$ cat src/pkg/ddc_defines.svh
// Constants for the dual DAC serial command port
`ifndef DDC_DEFINES_SVH
`define DDC_DEFINES_SVH
`define DDC_FRAME_BITS 24
`define DDC_CNT_W 5
`define DDC_CMD_HI 23
`define DDC_CMD_LO 20
`define DDC_ADDR_B 19
`define DDC_ADDR_A 16
`define DDC_DATA_HI 15
`define DDC_DATA_W 16
`define DDC_PD_A_LO 0
`define DDC_PD_B_LO 6
`define DDC_MASK_A 0
`define DDC_MASK_B 1
`define DDC_REF_OFF_BIT 0
`define DDC_CHAIN_BIT 0
`define DDC_RDBK_BIT 0
`define DDC_REF_RST 1'b1
`define DDC_CLK_NS 20
`define DDC_GAP_NS 20
`define DDC_GAP_CYC ((`DDC_GAP_NS + `DDC_CLK_NS - 1) / `DDC_CLK_NS)
`define DDC_SCLK_HALF 4
`define DDC_LOAD_CYC 8
`endif

$ cat src/pkg/ddc_pkg.sv
// Types shared by both ends of the serial command port
package ddc_pkg;
  typedef enum logic [3:0] {
    DDC_NOP = 4'h0,
    DDC_WR_IN = 4'h1,
    DDC_UPD = 4'h2,
    DDC_WR_UPD = 4'h3,
    DDC_PWR = 4'h4,
    DDC_MASK = 4'h5,
    DDC_SW_RST = 4'h6,
    DDC_REF = 4'h7,
    DDC_CHAIN = 4'h8,
    DDC_RDBK = 4'h9,
    DDC_CHAIN_NOP = 4'hf
  } ddc_cmd_t;

  typedef enum logic [2:0] {
    DDC_H_IDLE = 3'b000,
    DDC_H_SETUP = 3'b001,
    DDC_H_HIGH = 3'b010,
    DDC_H_LOW = 3'b011,
    DDC_H_END = 3'b100,
    DDC_H_GAP = 3'b101,
    DDC_H_LOAD = 3'b110
  } ddc_hstate_t;
endpackage

$ cat src/pkg/ddc_link_if.sv
// Serial link between the host controller and the DAC command port
`timescale 1ns/1ps
interface ddc_link_if;
  logic sclk;
  logic frame_n;
  logic serial_data_in;
  logic serial_data_out;
  logic serial_data_out_oe_n;
  logic load_outputs_n;

  modport dev (
    input sclk,
    input frame_n,
    input serial_data_in,
    input load_outputs_n,
    output serial_data_out,
    output serial_data_out_oe_n
  );

  modport host (
    output sclk,
    output frame_n,
    output serial_data_in,
    output load_outputs_n,
    input serial_data_out,
    input serial_data_out_oe_n
  );
endinterface

$ cat src/rtl/ddc_device.sv
// DAC end of the serial command port: frame capture and command decode
// What this block does
// - Frames are 24 bits, MSB first.
// - First four bits form the command field.
// - Address bits: B, zero, zero, A select.
// - Last 16 bits hold left-justified code.
// - Sample on falling edges; act on frame end.
// - Nop, write input, update, write-and-update.
// - Power, mask, reset, reference, chain, readback.
// - Codes above readback reserved; all-ones is nop.
// - Host frames writes and sends 24 bits.
// - Short frames still execute.
// - Host keeps frame high 20 ns between.
// - Load strobe low copies inputs to DACs.
// - Reference on at reset until commanded off.
// - Reset puts DAC registers at known code.
// - Codes are straight binary output levels.
// - Gain strap selects gain one or two.
// - Load low makes DAC register transparent.
`timescale 1ns/1ps
`include "ddc_defines.svh"
module ddc_device #(
  parameter int RES = 16,
  parameter logic [RES-1:0] RESET_CODE = '0
) (
  input wire logic clk,
  input wire logic rst_b,
  ddc_link_if.dev link,
  input wire logic gain_strap,
  output logic [1:0][RES-1:0] dac_code,
  output logic [1:0][RES-1:0] input_code,
  output logic [1:0][1:0] power_mode,
  output logic [1:0] load_mask,
  output logic gain_x2,
  output logic ref_enabled,
  output logic chain_enable,
  output logic readback_enable,
  output logic frame_done
);
  // Frame length at the counter's own width
  localparam logic [`DDC_CNT_W-1:0] FRAME_BITS = `DDC_CNT_W'(`DDC_FRAME_BITS);

  // Two-flop synchronisers for every pin from the far end
  logic [4:0] meta_q;
  logic [4:0] sync_q;
  logic sclk_prev_q;
  logic frame_prev_q;
  always_ff @(posedge clk) begin
    meta_q <= {gain_strap, link.load_outputs_n, link.serial_data_in,
               link.frame_n, link.sclk};
    sync_q <= meta_q;
    sclk_prev_q <= sync_q[0];
    frame_prev_q <= sync_q[1];
  end

  wire sclk_s = sync_q[0];
  wire frame_n_s = sync_q[1];
  wire sdi_s = sync_q[2];
  wire load_outputs_n_n_s = sync_q[3];
  wire gain_s = sync_q[4];

  // Edge detection on the synchronised link
  wire sclk_fall = sclk_prev_q & ~sclk_s;
  wire frame_fall = frame_prev_q & ~frame_n_s;
  wire frame_rise = ~frame_prev_q & frame_n_s;

  // Shift register and bit counter
  logic [`DDC_FRAME_BITS-1:0] shreg_q;
  logic [`DDC_CNT_W-1:0] cnt_q;
  logic in_frame_q;
  wire take_bit = sclk_fall & ~frame_n_s & in_frame_q
                  & (cnt_q < FRAME_BITS);

  always_ff @(posedge clk) begin
    if (!rst_b) begin
      shreg_q <= '0;
      cnt_q <= '0;
      in_frame_q <= 1'b0;
    end else if (frame_fall) begin
      cnt_q <= '0;
      in_frame_q <= 1'b1;
    end else if (take_bit) begin
      shreg_q <= {shreg_q[`DDC_FRAME_BITS-2:0], sdi_s};
      cnt_q <= cnt_q + 1'b1;
    end else if (frame_rise) begin
      in_frame_q <= 1'b0;
    end
  end

  // Frame decode, acted on at the frame's rising edge
  wire exec = frame_rise & in_frame_q;
  wire [3:0] cmd = shreg_q[`DDC_CMD_HI:`DDC_CMD_LO];
  wire [1:0] sel = {shreg_q[`DDC_ADDR_B], shreg_q[`DDC_ADDR_A]};
  wire [`DDC_DATA_W-1:0] data = shreg_q[`DDC_DATA_HI:0];
  wire [RES-1:0] code = data[`DDC_DATA_W-1 -: RES];

  // Command strobes; reserved codes and both nops match none of them
  wire is_wr_in = exec & (cmd == ddc_pkg::DDC_WR_IN);
  wire is_upd = exec & (cmd == ddc_pkg::DDC_UPD);
  wire is_wr_upd = exec & (cmd == ddc_pkg::DDC_WR_UPD);
  wire is_pwr = exec & (cmd == ddc_pkg::DDC_PWR);
  wire is_mask = exec & (cmd == ddc_pkg::DDC_MASK);
  wire is_ref = exec & (cmd == ddc_pkg::DDC_REF);
  wire is_chain = exec & (cmd == ddc_pkg::DDC_CHAIN);
  wire is_rdbk = exec & (cmd == ddc_pkg::DDC_RDBK);
  wire soft_rst = exec & (cmd == ddc_pkg::DDC_SW_RST);
  wire clr = ~rst_b | soft_rst;

  // Per-channel input register, DAC register, power mode and mask
  wire [1:0][RES-1:0] inp_all;
  wire [1:0][RES-1:0] dac_all;
  wire [1:0][1:0] pd_all;
  wire [1:0] mask_all;
  localparam int PD_LO [2] = '{`DDC_PD_A_LO, `DDC_PD_B_LO};
  localparam int MASK_BIT [2] = '{`DDC_MASK_A, `DDC_MASK_B};

  genvar ch;
  generate
    for (ch = 0; ch < 2; ch++) begin : g_ch
      // Each channel owns its registers, so no variable has two writers
      logic [RES-1:0] inp_q;
      logic [RES-1:0] dac_q;
      logic [1:0] pd_q;
      logic mask_q;
      // Load strobe passes only to unmasked channels while frame is high
      wire load_outputs_n_live = ~load_outputs_n_n_s & ~mask_q & frame_n_s;
      wire wr_in = (is_wr_in | is_wr_upd) & sel[ch];
      wire wr_dac = (is_wr_upd | (is_wr_in & load_outputs_n_live)) & sel[ch];
      always_ff @(posedge clk) begin
        if (clr) begin
          inp_q <= RESET_CODE;
          dac_q <= RESET_CODE;
          pd_q <= '0;
          mask_q <= 1'b0;
        end else begin
          if (wr_in) begin
            inp_q <= code;
          end
          if (wr_dac) begin
            dac_q <= code;
          end else if ((is_upd & sel[ch]) | load_outputs_n_live) begin
            dac_q <= inp_q;
          end
          if (is_pwr) begin
            pd_q <= data[PD_LO[ch] +: 2];
          end
          if (is_mask) begin
            mask_q <= data[MASK_BIT[ch]];
          end
        end
      end
      // Gather the channel's registers into the shared output words
      assign inp_all[ch] = inp_q;
      assign dac_all[ch] = dac_q;
      assign pd_all[ch] = pd_q;
      assign mask_all[ch] = mask_q;
    end
  endgenerate

  // Mode bits shared by both channels
  logic ref_q;
  logic chain_q;
  logic rdbk_q;
  logic gain_q;
  logic done_q;
  always_ff @(posedge clk) begin
    if (clr) begin
      ref_q <= `DDC_REF_RST;
      chain_q <= 1'b0;
      rdbk_q <= 1'b0;
    end else begin
      if (is_ref) begin
        ref_q <= ~data[`DDC_REF_OFF_BIT];
      end
      if (is_chain) begin
        chain_q <= data[`DDC_CHAIN_BIT];
      end
      if (is_rdbk) begin
        rdbk_q <= data[`DDC_RDBK_BIT];
      end
    end
  end

  // Gain strap and frame-done pulse
  always_ff @(posedge clk) begin
    if (!rst_b) begin
      gain_q <= 1'b0;
      done_q <= 1'b0;
    end else begin
      gain_q <= gain_s;
      done_q <= exec;
    end
  end

  // Serial data out is never driven, even with chain or readback enabled
  assign link.serial_data_out = 1'b0;
  assign link.serial_data_out_oe_n = 1'b1;

  // Registered state straight to the outputs
  assign dac_code = dac_all;
  assign input_code = inp_all;
  assign power_mode = pd_all;
  assign load_mask = mask_all;
  assign gain_x2 = gain_q;
  assign ref_enabled = ref_q;
  assign chain_enable = chain_q;
  assign readback_enable = rdbk_q;
  assign frame_done = done_q;
endmodule

$ cat src/flat_wrapper.sv
// flat-port wrapper written by rule: the top's interface ports become plain ports
module ddc_device_flat 
#(
  parameter int RES = 16,
  parameter logic [RES-1:0] RESET_CODE = '0
)
  (clk, rst_b, gain_strap, dac_code, input_code, power_mode, load_mask, gain_x2, ref_enabled, chain_enable, readback_enable, frame_done, link_sclk, link_frame_n, link_serial_data_in, link_load_outputs_n, link_serial_data_out, link_serial_data_out_oe_n);
  ddc_link_if link_i ();
  input wire logic clk;
  input wire logic rst_b;
  input wire logic gain_strap;
  output logic [1:0][RES-1:0] dac_code;
  output logic [1:0][RES-1:0] input_code;
  output logic [1:0][1:0] power_mode;
  output logic [1:0] load_mask;
  output logic gain_x2;
  output logic ref_enabled;
  output logic chain_enable;
  output logic readback_enable;
  output logic frame_done;
  input wire logic [$bits(link_i.sclk)-1:0] link_sclk;
  input wire logic [$bits(link_i.frame_n)-1:0] link_frame_n;
  input wire logic [$bits(link_i.serial_data_in)-1:0] link_serial_data_in;
  input wire logic [$bits(link_i.load_outputs_n)-1:0] link_load_outputs_n;
  output wire logic [$bits(link_i.serial_data_out)-1:0] link_serial_data_out;
  output wire logic [$bits(link_i.serial_data_out_oe_n)-1:0] link_serial_data_out_oe_n;
  assign link_i.sclk = link_sclk;
  assign link_i.frame_n = link_frame_n;
  assign link_i.serial_data_in = link_serial_data_in;
  assign link_i.load_outputs_n = link_load_outputs_n;
  assign link_serial_data_out = link_i.serial_data_out;
  assign link_serial_data_out_oe_n = link_i.serial_data_out_oe_n;
  ddc_device #(.RES(RES), .RESET_CODE(RESET_CODE)) u_core (.clk(clk), .rst_b(rst_b), .link(link_i), .gain_strap(gain_strap), .dac_code(dac_code), .input_code(input_code), .power_mode(power_mode), .load_mask(load_mask), .gain_x2(gain_x2), .ref_enabled(ref_enabled), .chain_enable(chain_enable), .readback_enable(readback_enable), .frame_done(frame_done));
endmodule
$ cat config.mk
export PLATFORM = sky130hd
export DESIGN_NAME = ddc_device_flat
export DESIGN_NICKNAME = d
export VERILOG_FILES = /design/src/pkg/ddc_pkg.sv /design/src/pkg/ddc_link_if.sv /design/src/rtl/ddc_device.sv /design/src/flat_wrapper.sv
export VERILOG_INCLUDE_DIRS = /design/src /design/src/pkg
export SDC_FILE = /design/constraint.sdc
export NUM_CORES = 1
export LEC_CHECK = 0
export ABC_AREA = 1
export BUFFER_PORTS_ARGS = -buffer_cell sky130_fd_sc_hd__buf_4
export CORE_UTILIZATION = 40
export CTS_BUF_LIST = sky130_fd_sc_hd__clkbuf_8
export CTS_CLUSTER_DIAMETER = 60
export CTS_CLUSTER_SIZE = 8
export DETAILED_ROUTE_END_ITERATION = 10
export PLACE_DENSITY_LB_ADDON = 0.25
export SYNTH_ARGS = -nofsm -noshare
export SYNTH_HDL_FRONTEND = slang
export SYNTH_SLANG_ARGS = --single-unit
$ cat constraint.sdc
create_clock -name clk -period 2 [get_ports clk]
set_input_delay 0.3 -clock clk [delete_from_list [all_inputs] [get_ports clk]]
set_output_delay 0.3 -clock clk [all_outputs]
set_load 0.02 [all_outputs]
==> results.md, run 1 <==
Run status:
- The run finished, with violations left.
- The final reports fail on design-rule violations.

STA:
- The setup TNS is 0 ns.
- The transition time of the tightest slew-check pin is 0.5363 ns.
- The worst setup skew after layout is 0.01008 ns.
- The final period utilization is 0.9233.
- The final count of pins violating max slew is 0.
- The count of endpoints failing hold in the final timing report is 0.
- The count of endpoints failing setup in the final report is 0.
- Setup repair after global routing left no endpoint under its margin.
- The normalized max-slew margin is 0.6397.
- The maximum frequency from static timing analysis is 541.6 MHz.
- The clock period could shrink to between 1.5 and 2 ns.
- The tightest hold path in the finished design has a slack of around 0.23 ns.
- Setup slack on the critical path of the routed design comes to 0.1535 ns.

Critical path:
- Data on the critical path is required at its endpoint by 2.34 ns.
- The worst setup path is captured at a flip-flop.
- The worst-path maximum fanout is 35.
- Counting cells, the worst reg-to-reg path comes to 11.
- The worst register-to-register path begins at u_core.sync_q[1].
- The setup slack of the worst register-to-register path is 0.15 ns.
- The arrival time at the worst endpoint is 2.19 ns.
- The worst setup path is launched from a flip-flop.
- The destination of the worst register-to-register timing path is u_core.g_ch[1].dac_q[9].
- The worst setup path category is flip-flop to flip-flop.

Yosys:
- Of all cell types, the one taking the most synthesized area is sky130_fd_sc_hd__dfxtp_1.
- The number of nets handed over by synthesis was 657.
- The post-synthesis instance area is 4832 um^2.
- Counting every instance in the synthesized netlist gives around 650.
- In this run, distinct cell masters in the synthesized netlist total 32.
- Dividing the synthesized area by the synthesized cell count gives 7.469 um^2.
- The proportion of synthesized chip area in sequential cells is 0.4847.
- The number of warnings issued by yosys is 0.
- The top-area cell type share of the netlist area is 0.4847.
- In this run, synthesis produced a sequential element count of around 120.
- After synthesis, the cell types taking the most area are sky130_fd_sc_hd__dfxtp_1, sky130_fd_sc_hd__a21oi_1, sky130_fd_sc_hd__nand2_1.

Clocking:
- The H-tree was split into 4 levels.
- The clock-pin slew on the worst setup and hold paths is 0.07 ns.
- In this run the clock root is driven by a sky130_fd_sc_hd__clkbuf_8.
- TritonCTS built the clock tree.
- The number of clock buffers inserted by TritonCTS is 17.
- The clock reaches the later pin of the worst-skew pair after 0.44 ns.
- The number of gates resized after CTS was 0.
- In this run the deepest clock path goes through 2 buffers.
- CTS saw roughly 120 sinks.

Die:
- In this run the horizontal extent of the chip is around 110 um.
- The floorplan step defined a die boundary enclosing approximately 13000 um^2.
- The number of placement rows is 39.
- For this configuration, the core starts out at a cell density of 0.4161.
- From bottom edge to top edge, the die measures 111.9 um.
- The top-level port count is 84.
- The placeable core area is 11610 um^2.

Cells and area:
- The area growth from synthesis to layout is 25.69%.
- Leaving out fill and tap cells, the most frequent cell in the layout is sky130_fd_sc_hd__dfxtp_1.
- The utilization after layout is 0.5229.
- 0 antenna diodes ended up in the layout.
- Leaving out fill and tap cells, the most frequent cells in the layout are sky130_fd_sc_hd__dfxtp_1, sky130_fd_sc_hd__nand2_1, sky130_fd_sc_hd__buf_4.
- In the final layout, flip-flops and latches occupy between 2000 and 2500 um^2.
- The summed area of non-filler cells in the final layout is 6073 um^2.
- The filler cells instantiated in the layout total approximately 1100.
- The footprint of the multi-input gates is 1932 um^2.
- The number of nets in the finished design is 742.
- The post-layout instance count excluding filler cells is 888.
- The layout cell share with drive strength beyond 1 is 0.2040.

Global route:
- In the global route stage, overall resource usage came out at 0.2021.
- The number of global-route vias before repair came to 4035.
- The initial antenna violation count was 0.
- The remaining global-route overflow is 0.
- The first global-routing pass estimated ~20 mm of wire.
- The maximum number of pins on one net before global-route repair is 72.

Min path:
- The worst hold path was traced through 3 stages.
- In this run the most critical hold path is launched from rst_b.
- The worst hold path terminates at u_core.gain_x2.
- The class of the most critical hold timing path is input pin to flip-flop.

Route:
- For this run, design rule violations remaining after detail routing come to 7.
- The DRC violation total after the first TritonRoute iteration is 236.
- The aggregate routed wire length is ~12 mm.
- For this run, the detailed router's first-pass iteration total came to 8.
- Summing over every cut layer, the via total after detailed routing is roughly 4400.
- The remaining antenna violation count after routing is 0.
- After detailed routing, the average wire length per cell comes to 13.70 um.
- Dividing the detail-routed via count by the number of cells gives 4.919.

Power:
- The worst supply voltage drop on vdd is 0.0003569 V.
- The power consumption is ~5.1 mW.
- Summed over all cells, the static leakage comes to 2.870 nW.
- Dividing total power by cell area gives a power density of 842.8 nW/um^2.

Flow run:
- Across the run, the number of max-cap violations was 0.

Placed design:
- The half-perimeter wire length after placement is 8.145 mm.
- Input and output buffers added on the ports amount to 81.
- In this run the cell area measured after placement is 5530 um^2.
- The placed cell count is roughly 850.
- Timing analysis after detailed placement gives a worst setup slack of 0.1650 ns.
- The last weighted congestion value of the routability-driven placer is approximately 0.8.
-- how the worst max path moves through the flow --
stage          slack (ns)        startpoint                       end
2_1_floorplan        0.44  u_core.sync_q[1]  u_core.g_ch[0].dac_q[14]
3_3_place_gp         0.26  u_core.sync_q[1]  u_core.g_ch[0].dac_q[10]
3_5_place_dp         0.16  u_core.sync_q[1]   u_core.g_ch[1].dac_q[6]
4_1_cts              0.17  u_core.sync_q[1]  u_core.g_ch[1].dac_q[10]
5_1_grt             0.001  u_core.sync_q[1]  u_core.g_ch[0].dac_q[10]
6_report             0.15  u_core.sync_q[1]   u_core.g_ch[1].dac_q[9]
-- repair_timing --
action                                 in CTS  in global routing
hold buffers                                5                  0
buffers inserted                            0                  3
setup endpoints to repair                   0                  7
endpoints found under the hold margin       5                  0
-- power breakdown --
part / internal, mW / leakage [nW] / total (mW) / switching, mW
clock network: 1.38 / 0.220 / 2.35 / 0.967
registers: 2.39 / 0.953 / 2.42 / 0.0319
logic: 0.139 / 1.70 / 0.353 / 0.214
total: 3.91 / 2.87 / 5.12 / 1.21
-- synth_stat cells --
| master | n |
|---|---|
| sky130_fd_sc_hd__inv_2 | 5 |
| sky130_fd_sc_hd__buf_4 | 6 |
| sky130_fd_sc_hd__or2_1 | 1 |
| sky130_fd_sc_hd__conb_1 | 2 |
| sky130_fd_sc_hd__nand3_4 | 1 |
| sky130_fd_sc_hd__nor2_2 | 5 |
| sky130_fd_sc_hd__nand4_1 | 1 |
| sky130_fd_sc_hd__o21ai_0 | 66 |
| sky130_fd_sc_hd__buf_2 | 17 |
| sky130_fd_sc_hd__dfxtp_1 | 117 |
| sky130_fd_sc_hd__a211oi_1 | 1 |
| sky130_fd_sc_hd__buf_1 | 2 |
| sky130_fd_sc_hd__a21oi_1 | 71 |
| sky130_fd_sc_hd__buf_6 | 5 |
| sky130_fd_sc_hd__or2_2 | 1 |
| sky130_fd_sc_hd__nor3b_1 | 1 |
| sky130_fd_sc_hd__o21ai_1 | 5 |
| sky130_fd_sc_hd__o21ai_2 | 1 |
| sky130_fd_sc_hd__nor2_8 | 1 |
| sky130_fd_sc_hd__inv_1 | 86 |
| sky130_fd_sc_hd__ha_1 | 3 |
| sky130_fd_sc_hd__nand2_4 | 4 |
| sky130_fd_sc_hd__nor3_2 | 1 |
| sky130_fd_sc_hd__nor3_1 | 8 |
| sky130_fd_sc_hd__mux2i_1 | 1 |
| sky130_fd_sc_hd__o311ai_0 | 1 |
| sky130_fd_sc_hd__nor2_4 | 1 |
| sky130_fd_sc_hd__nand3_1 | 62 |
| sky130_fd_sc_hd__nor2_1 | 68 |
| sky130_fd_sc_hd__nand2_1 | 93 |
| sky130_fd_sc_hd__nand2_2 | 4 |
| sky130_fd_sc_hd__clkbuf_1 | 6 |
-- registers in the layout (all words and copies together) (netlist names) --
signal                  cells
u_core.g_ch.mask_q          2
u_core.gain_x2              1
u_core.chain_enable         1
u_core.in_frame_q           1
u_core.shreg_q             24
u_core.frame_prev_q         1
u_core.cnt_q                5
u_core.ref_enabled          1
u_core.frame_done           1
u_core.meta_q               5
u_core.sync_q               5
u_core.g_ch.pd_q            4
u_core.g_ch.inp_q          32
u_core.readback_enable      1
u_core.g_ch.dac_q          32
u_core.sclk_prev_q          1
-- worst max-delay path, cell delays in order (launching register included) --
cell	delay, ns
sky130_fd_sc_hd__dfxtp_1	0.41
sky130_fd_sc_hd__ha_1	0.17
sky130_fd_sc_hd__nand2_1	0.09
sky130_fd_sc_hd__inv_2	0.12
sky130_fd_sc_hd__nand3_1	0.18
sky130_fd_sc_hd__o21ai_2	0.24
sky130_fd_sc_hd__inv_2	0.11
sky130_fd_sc_hd__clkbuf_16	0.22
sky130_fd_sc_hd__nand2_1	0.07
sky130_fd_sc_hd__inv_1	0.03
sky130_fd_sc_hd__nand2_1	0.05
sky130_fd_sc_hd__nor2_1	0.04
-- final cells by class --
type,instances,area share
repair buffers,102,0.1393
well taps,143,0.02946
multi-input cells,403,0.3181
clock buffers,18,0.04079
clock inverters,14,0.03049
flip-flops and latches,117,0.3857
inverters,91,0.05624
-- cell families after synthesis --
| kind of cell | synth area share |
|---|---|
| DFF | 0.4847 |
| other | 0.001554 |
| AOI/OAI and AO/OA | 0.1523 |
| adders and majority gates | 0.007769 |
| and+or+nand+nor | 0.2361 |
| muxes | 0.002072 |
| buffers and inverters | 0.1155 |
-- per-layer routing --
layer / up-vias / global-route usage / wire (um)
met1: 1992 / 0.2767 / 6024
met3: 15 / 0.05444 / 730
met4: 0 / 0.08739 / 171
met5: - / 0 / 0
met2: 125 / 0.2977 / 5241
li1: 2236 / - / -
(Power assumes the default switching activity.)
==> run 2: changes to the inputs <==
--- a/config.mk
+++ b/config.mk
@@ -14,6 +14,7 @@
 export CTS_CLUSTER_SIZE = 8
 export DETAILED_ROUTE_END_ITERATION = 10
 export PLACE_DENSITY_LB_ADDON = 0.25
+export REMOVE_ABC_BUFFERS = 1
 export SYNTH_ARGS = -nofsm -noshare
 export SYNTH_HDL_FRONTEND = slang
 export SYNTH_SLANG_ARGS = --single-unit
==> run 2 against run 1 <==
Compared with the run above:
- the flow still finishes with violations (design-rule violations)
- register-to-register slack hardly changed
- largest cell class unchanged
- sequential power hardly changed
- flip-flop and latch count did not move
- critical endpoint is now u_core.g_ch[1].dac_q[2]
- highest routed layer unchanged
- power decreased by 2.2%
- critical path type unchanged
- worst setup slack improved by 0.0086 ns
==> results.md, run 2 (synthesis results as in run 1) <==
Run status:
- The run finished, with violations left.
- The checks that failed: design-rule violations.

STA:
- In the finished design, the share of the clock period the worst path needs comes to 0.9190.
- Derived from the worst setup path, the maximum achievable clock frequency is 544.1 MHz.
- The post-layout worst setup margin is 0.1621 ns.
- Setup repair after global routing could not meet its margin everywhere.
- The final count of pins violating max slew came to 0.
- On the final layout, the worst clock skew is 0.009051 ns.
- The count of endpoints failing hold in the final timing report is 0.
- The transition time of the tightest slew-check pin is ~0.53 ns.
- The normalized max-slew margin is 0.6494.
- The post-route minimum period is 1.838 ns.
- Setup violations remaining at the end of the flow were counted as 0.

Die:
- The placeable core area is 11610 um^2.
- The die outline area is 12520 um^2.
- In this run the core area contains 39 standard-cell rows.
- The die boundary height is 111.9 um.
- The top-level port count is 84.
- The width of the die is ~110 um.
- The starting utilization of the core area is 0.4161.

Power:
- For this design the total switching power over the nets is between 1 and 1.5 mW.
- In this run the static leakage power is approximately 2.9 nW.
- The worst supply voltage drop on vdd is 0.0003306 V.
- Cell internal power was estimated by the tool at between 3 and 4 mW.
- The power consumption is 5.008 mW.
- Of the total power, combinational logic draws 0.072.
- The sequential power share is 0.483.
- Of the total power, the share spent switching nets is 0.2339.
- The clock share of power is 0.445.
- In this run the power density over the cells is a little over 800 nW/um^2.

Clocking:
- The buffers inserted during post-CTS setup optimization is 0.
- The number of clock buffers inserted by TritonCTS is 17.
- The H-tree level count is 4.
- The clock-pin slew on the worst setup and hold paths is 0.07 ns.
- The clock latency on the worst-skew pair is 0.43 ns.
- For this design, the sink count on the clock tree is 117.
- The clock tree from TritonCTS is built.
- The number of buffers on the longest clock path is 2.
- The tree is rooted in a sky130_fd_sc_hd__clkbuf_8.

Cells and area:
- Measured on the finished design, the core utilization comes to 0.5211.
- Leaving out fill and tap cells, the most frequent cell in the layout is sky130_fd_sc_hd__dfxtp_1.
- In the final layout, the registers with the most flip-flops are u_core.g_ch.dac_q x32, u_core.g_ch.inp_q x32, u_core.shreg_q x24.
- The post-layout instance count excluding filler cells is around 890.
- The top cell types in the final layout, fill and taps aside, are sky130_fd_sc_hd__dfxtp_1, sky130_fd_sc_hd__nand2_1, sky130_fd_sc_hd__buf_4.
- Compared with the post-synthesis result, the final layout area differs by 25.25%.
- In the final layout, the share of cells above drive strength 1 is 0.2013.
- The number of nets in the finished design is approximately 740.
- The number of diodes is 0.

Critical path:
- The worst-path maximum fanout is 35.
- Data arrives at the worst endpoint at ~2.2 ns.
- For the worst setup path, the data required time is ~2.3 ns.
- The worst setup path category is flip-flop to flip-flop.
- STA classifies the critical path startpoint as a flip-flop.
- The kind of end point of the critical path is a flip-flop.

Route:
- The count of unresolved DRC violations after routing is 7.
- After detailed routing, the number of vias per cell comes to 4.869.
- The remaining antenna violation count after routing is 0.
- Summed over all layers, the routed wires come to 12.12 mm.
- The detailed-route wire length per cell is 13.65 um.
- The number of detailed-routing iterations run before antenna repair is 7.
- For this block, the initial DRC count from the detailed router was 188.
- The vias after detailed routing is roughly 4300.

Placed design:
- At the end of routability-driven placement, the weighted congestion stood at 0.7714.
- In this run the tool buffered the top-level ports with 81 buffer cells.
- Detailed placement finished with a half-perimeter wire length of ~7.7 mm.
- The placed cell count is 850.
- The worst setup slack before clock tree synthesis is -0.02352 ns.

Global route:
- Across every metal layer, demand over resource in global routing totals 0.1972.
- The number of global-route vias before repair is 3940.
- The first global-routing pass estimated 19.35 mm of wire.
- The remaining global-route overflow is 0.
- The initial antenna violation count was 0.
- Entering global routing, the biggest net connects 72 pins.

Flow run:
- The tool flagged a number of max-cap violations equal to 0.

Min path:
- The class of the most critical hold timing path is input pin to flip-flop.
run 2: changes by cell type in the layout (fill, tap and decap cells not counted):
cell                         change
sky130_fd_sc_hd__buf_12          -1
sky130_fd_sc_hd__buf_6           +1
sky130_fd_sc_hd__bufinv_16       -1
sky130_fd_sc_hd__clkbuf_8        +2
sky130_fd_sc_hd__clkinv_2        -2
sky130_fd_sc_hd__clkinv_4        -3
sky130_fd_sc_hd__clkinvlp_4      +1
sky130_fd_sc_hd__inv_1           +3
sky130_fd_sc_hd__nor2_1          -1
sky130_fd_sc_hd__nor2_4          +1
run 2: power by group through the flow:
stage / registers [mW] / clock network, mW / logic, mW
floorplan: 2.51 / 0 / 0.161
global placement: 2.47 / 0 / 0.338
detailed placement: 2.47 / 0 / 0.345
CTS: 2.42 / 2.27 / 0.354
global route: 2.42 / 2.40 / 0.399
finish: 2.42 / 2.23 / 0.362
run 2: area by class of cell:
type,count,area (um^2)
repair buffers,102,837.1
inverters,91,341.6
clock buffers,20,275.3
multi-input cells,403,1939
well taps,143,178.9
clock inverters,12,137.6
flip-flops and latches,117,2342
fillers,1109,5562
run 2: through the flow:
stage,setup TNS [ns],area [um^2],hold slack (ns)
2_1_floorplan,0,4616,0.3096
3_3_place_gp,0,5553,0.3113
3_5_place_dp,-0.07324,5553,0.3121
4_1_cts,0,6018,0.2287
5_1_grt,-0.002430,6052,0.2276
6_report,0,6052,0.2417
run 2: routing by layer:
layer / vias to the layer above / part of all wire / GRT usage / wire (um)
met5: - / 0 / 0 / 0
met1: 1968 / 0.46 / 0.2491 / 5562
li1: 2225 / - / - / -
met4: 0 / 0.020 / 0.09279 / 239
met3: 16 / 0.055 / 0.05063 / 668
met2: 115 / 0.47 / 0.3147 / 5648
run 2: critical path: stages, from the launching register on:
cell and delay (ns):
sky130_fd_sc_hd__dfxtp_1 0.32, sky130_fd_sc_hd__inv_1 0.05, sky130_fd_sc_hd__ha_1 0.13, sky130_fd_sc_hd__nand2_1 0.09, sky130_fd_sc_hd__inv_2 0.11, sky130_fd_sc_hd__nand3_1 0.21, sky130_fd_sc_hd__o21ai_2 0.27, sky130_fd_sc_hd__inv_2 0.12
sky130_fd_sc_hd__clkbuf_16 0.23, sky130_fd_sc_hd__nand2_1 0.08, sky130_fd_sc_hd__inv_1 0.04, sky130_fd_sc_hd__nand2_1 0.05, sky130_fd_sc_hd__nor2_1 0.03
run 2: final timing paths:
check	from	to	slack, ns	cells after the start
worst min register to register	u_core.meta_q[0]	u_core.sync_q[0]	0.33	0
worst max-delay path	u_core.frame_prev_q	u_core.g_ch[1].dac_q[2]	0.16	12
worst max register to register	u_core.frame_prev_q	u_core.g_ch[1].dac_q[2]	0.16	12
worst min-delay path	rst_b	u_core.gain_x2	0.24	3
run 2: what timing repair did:
item,CTS,global route
hold buffers,5,0
pin swaps,0,0
hold endpoints to repair,5,0
cloned,0,1
endpoints found under the setup margin,11,9
resized for setup,1,2
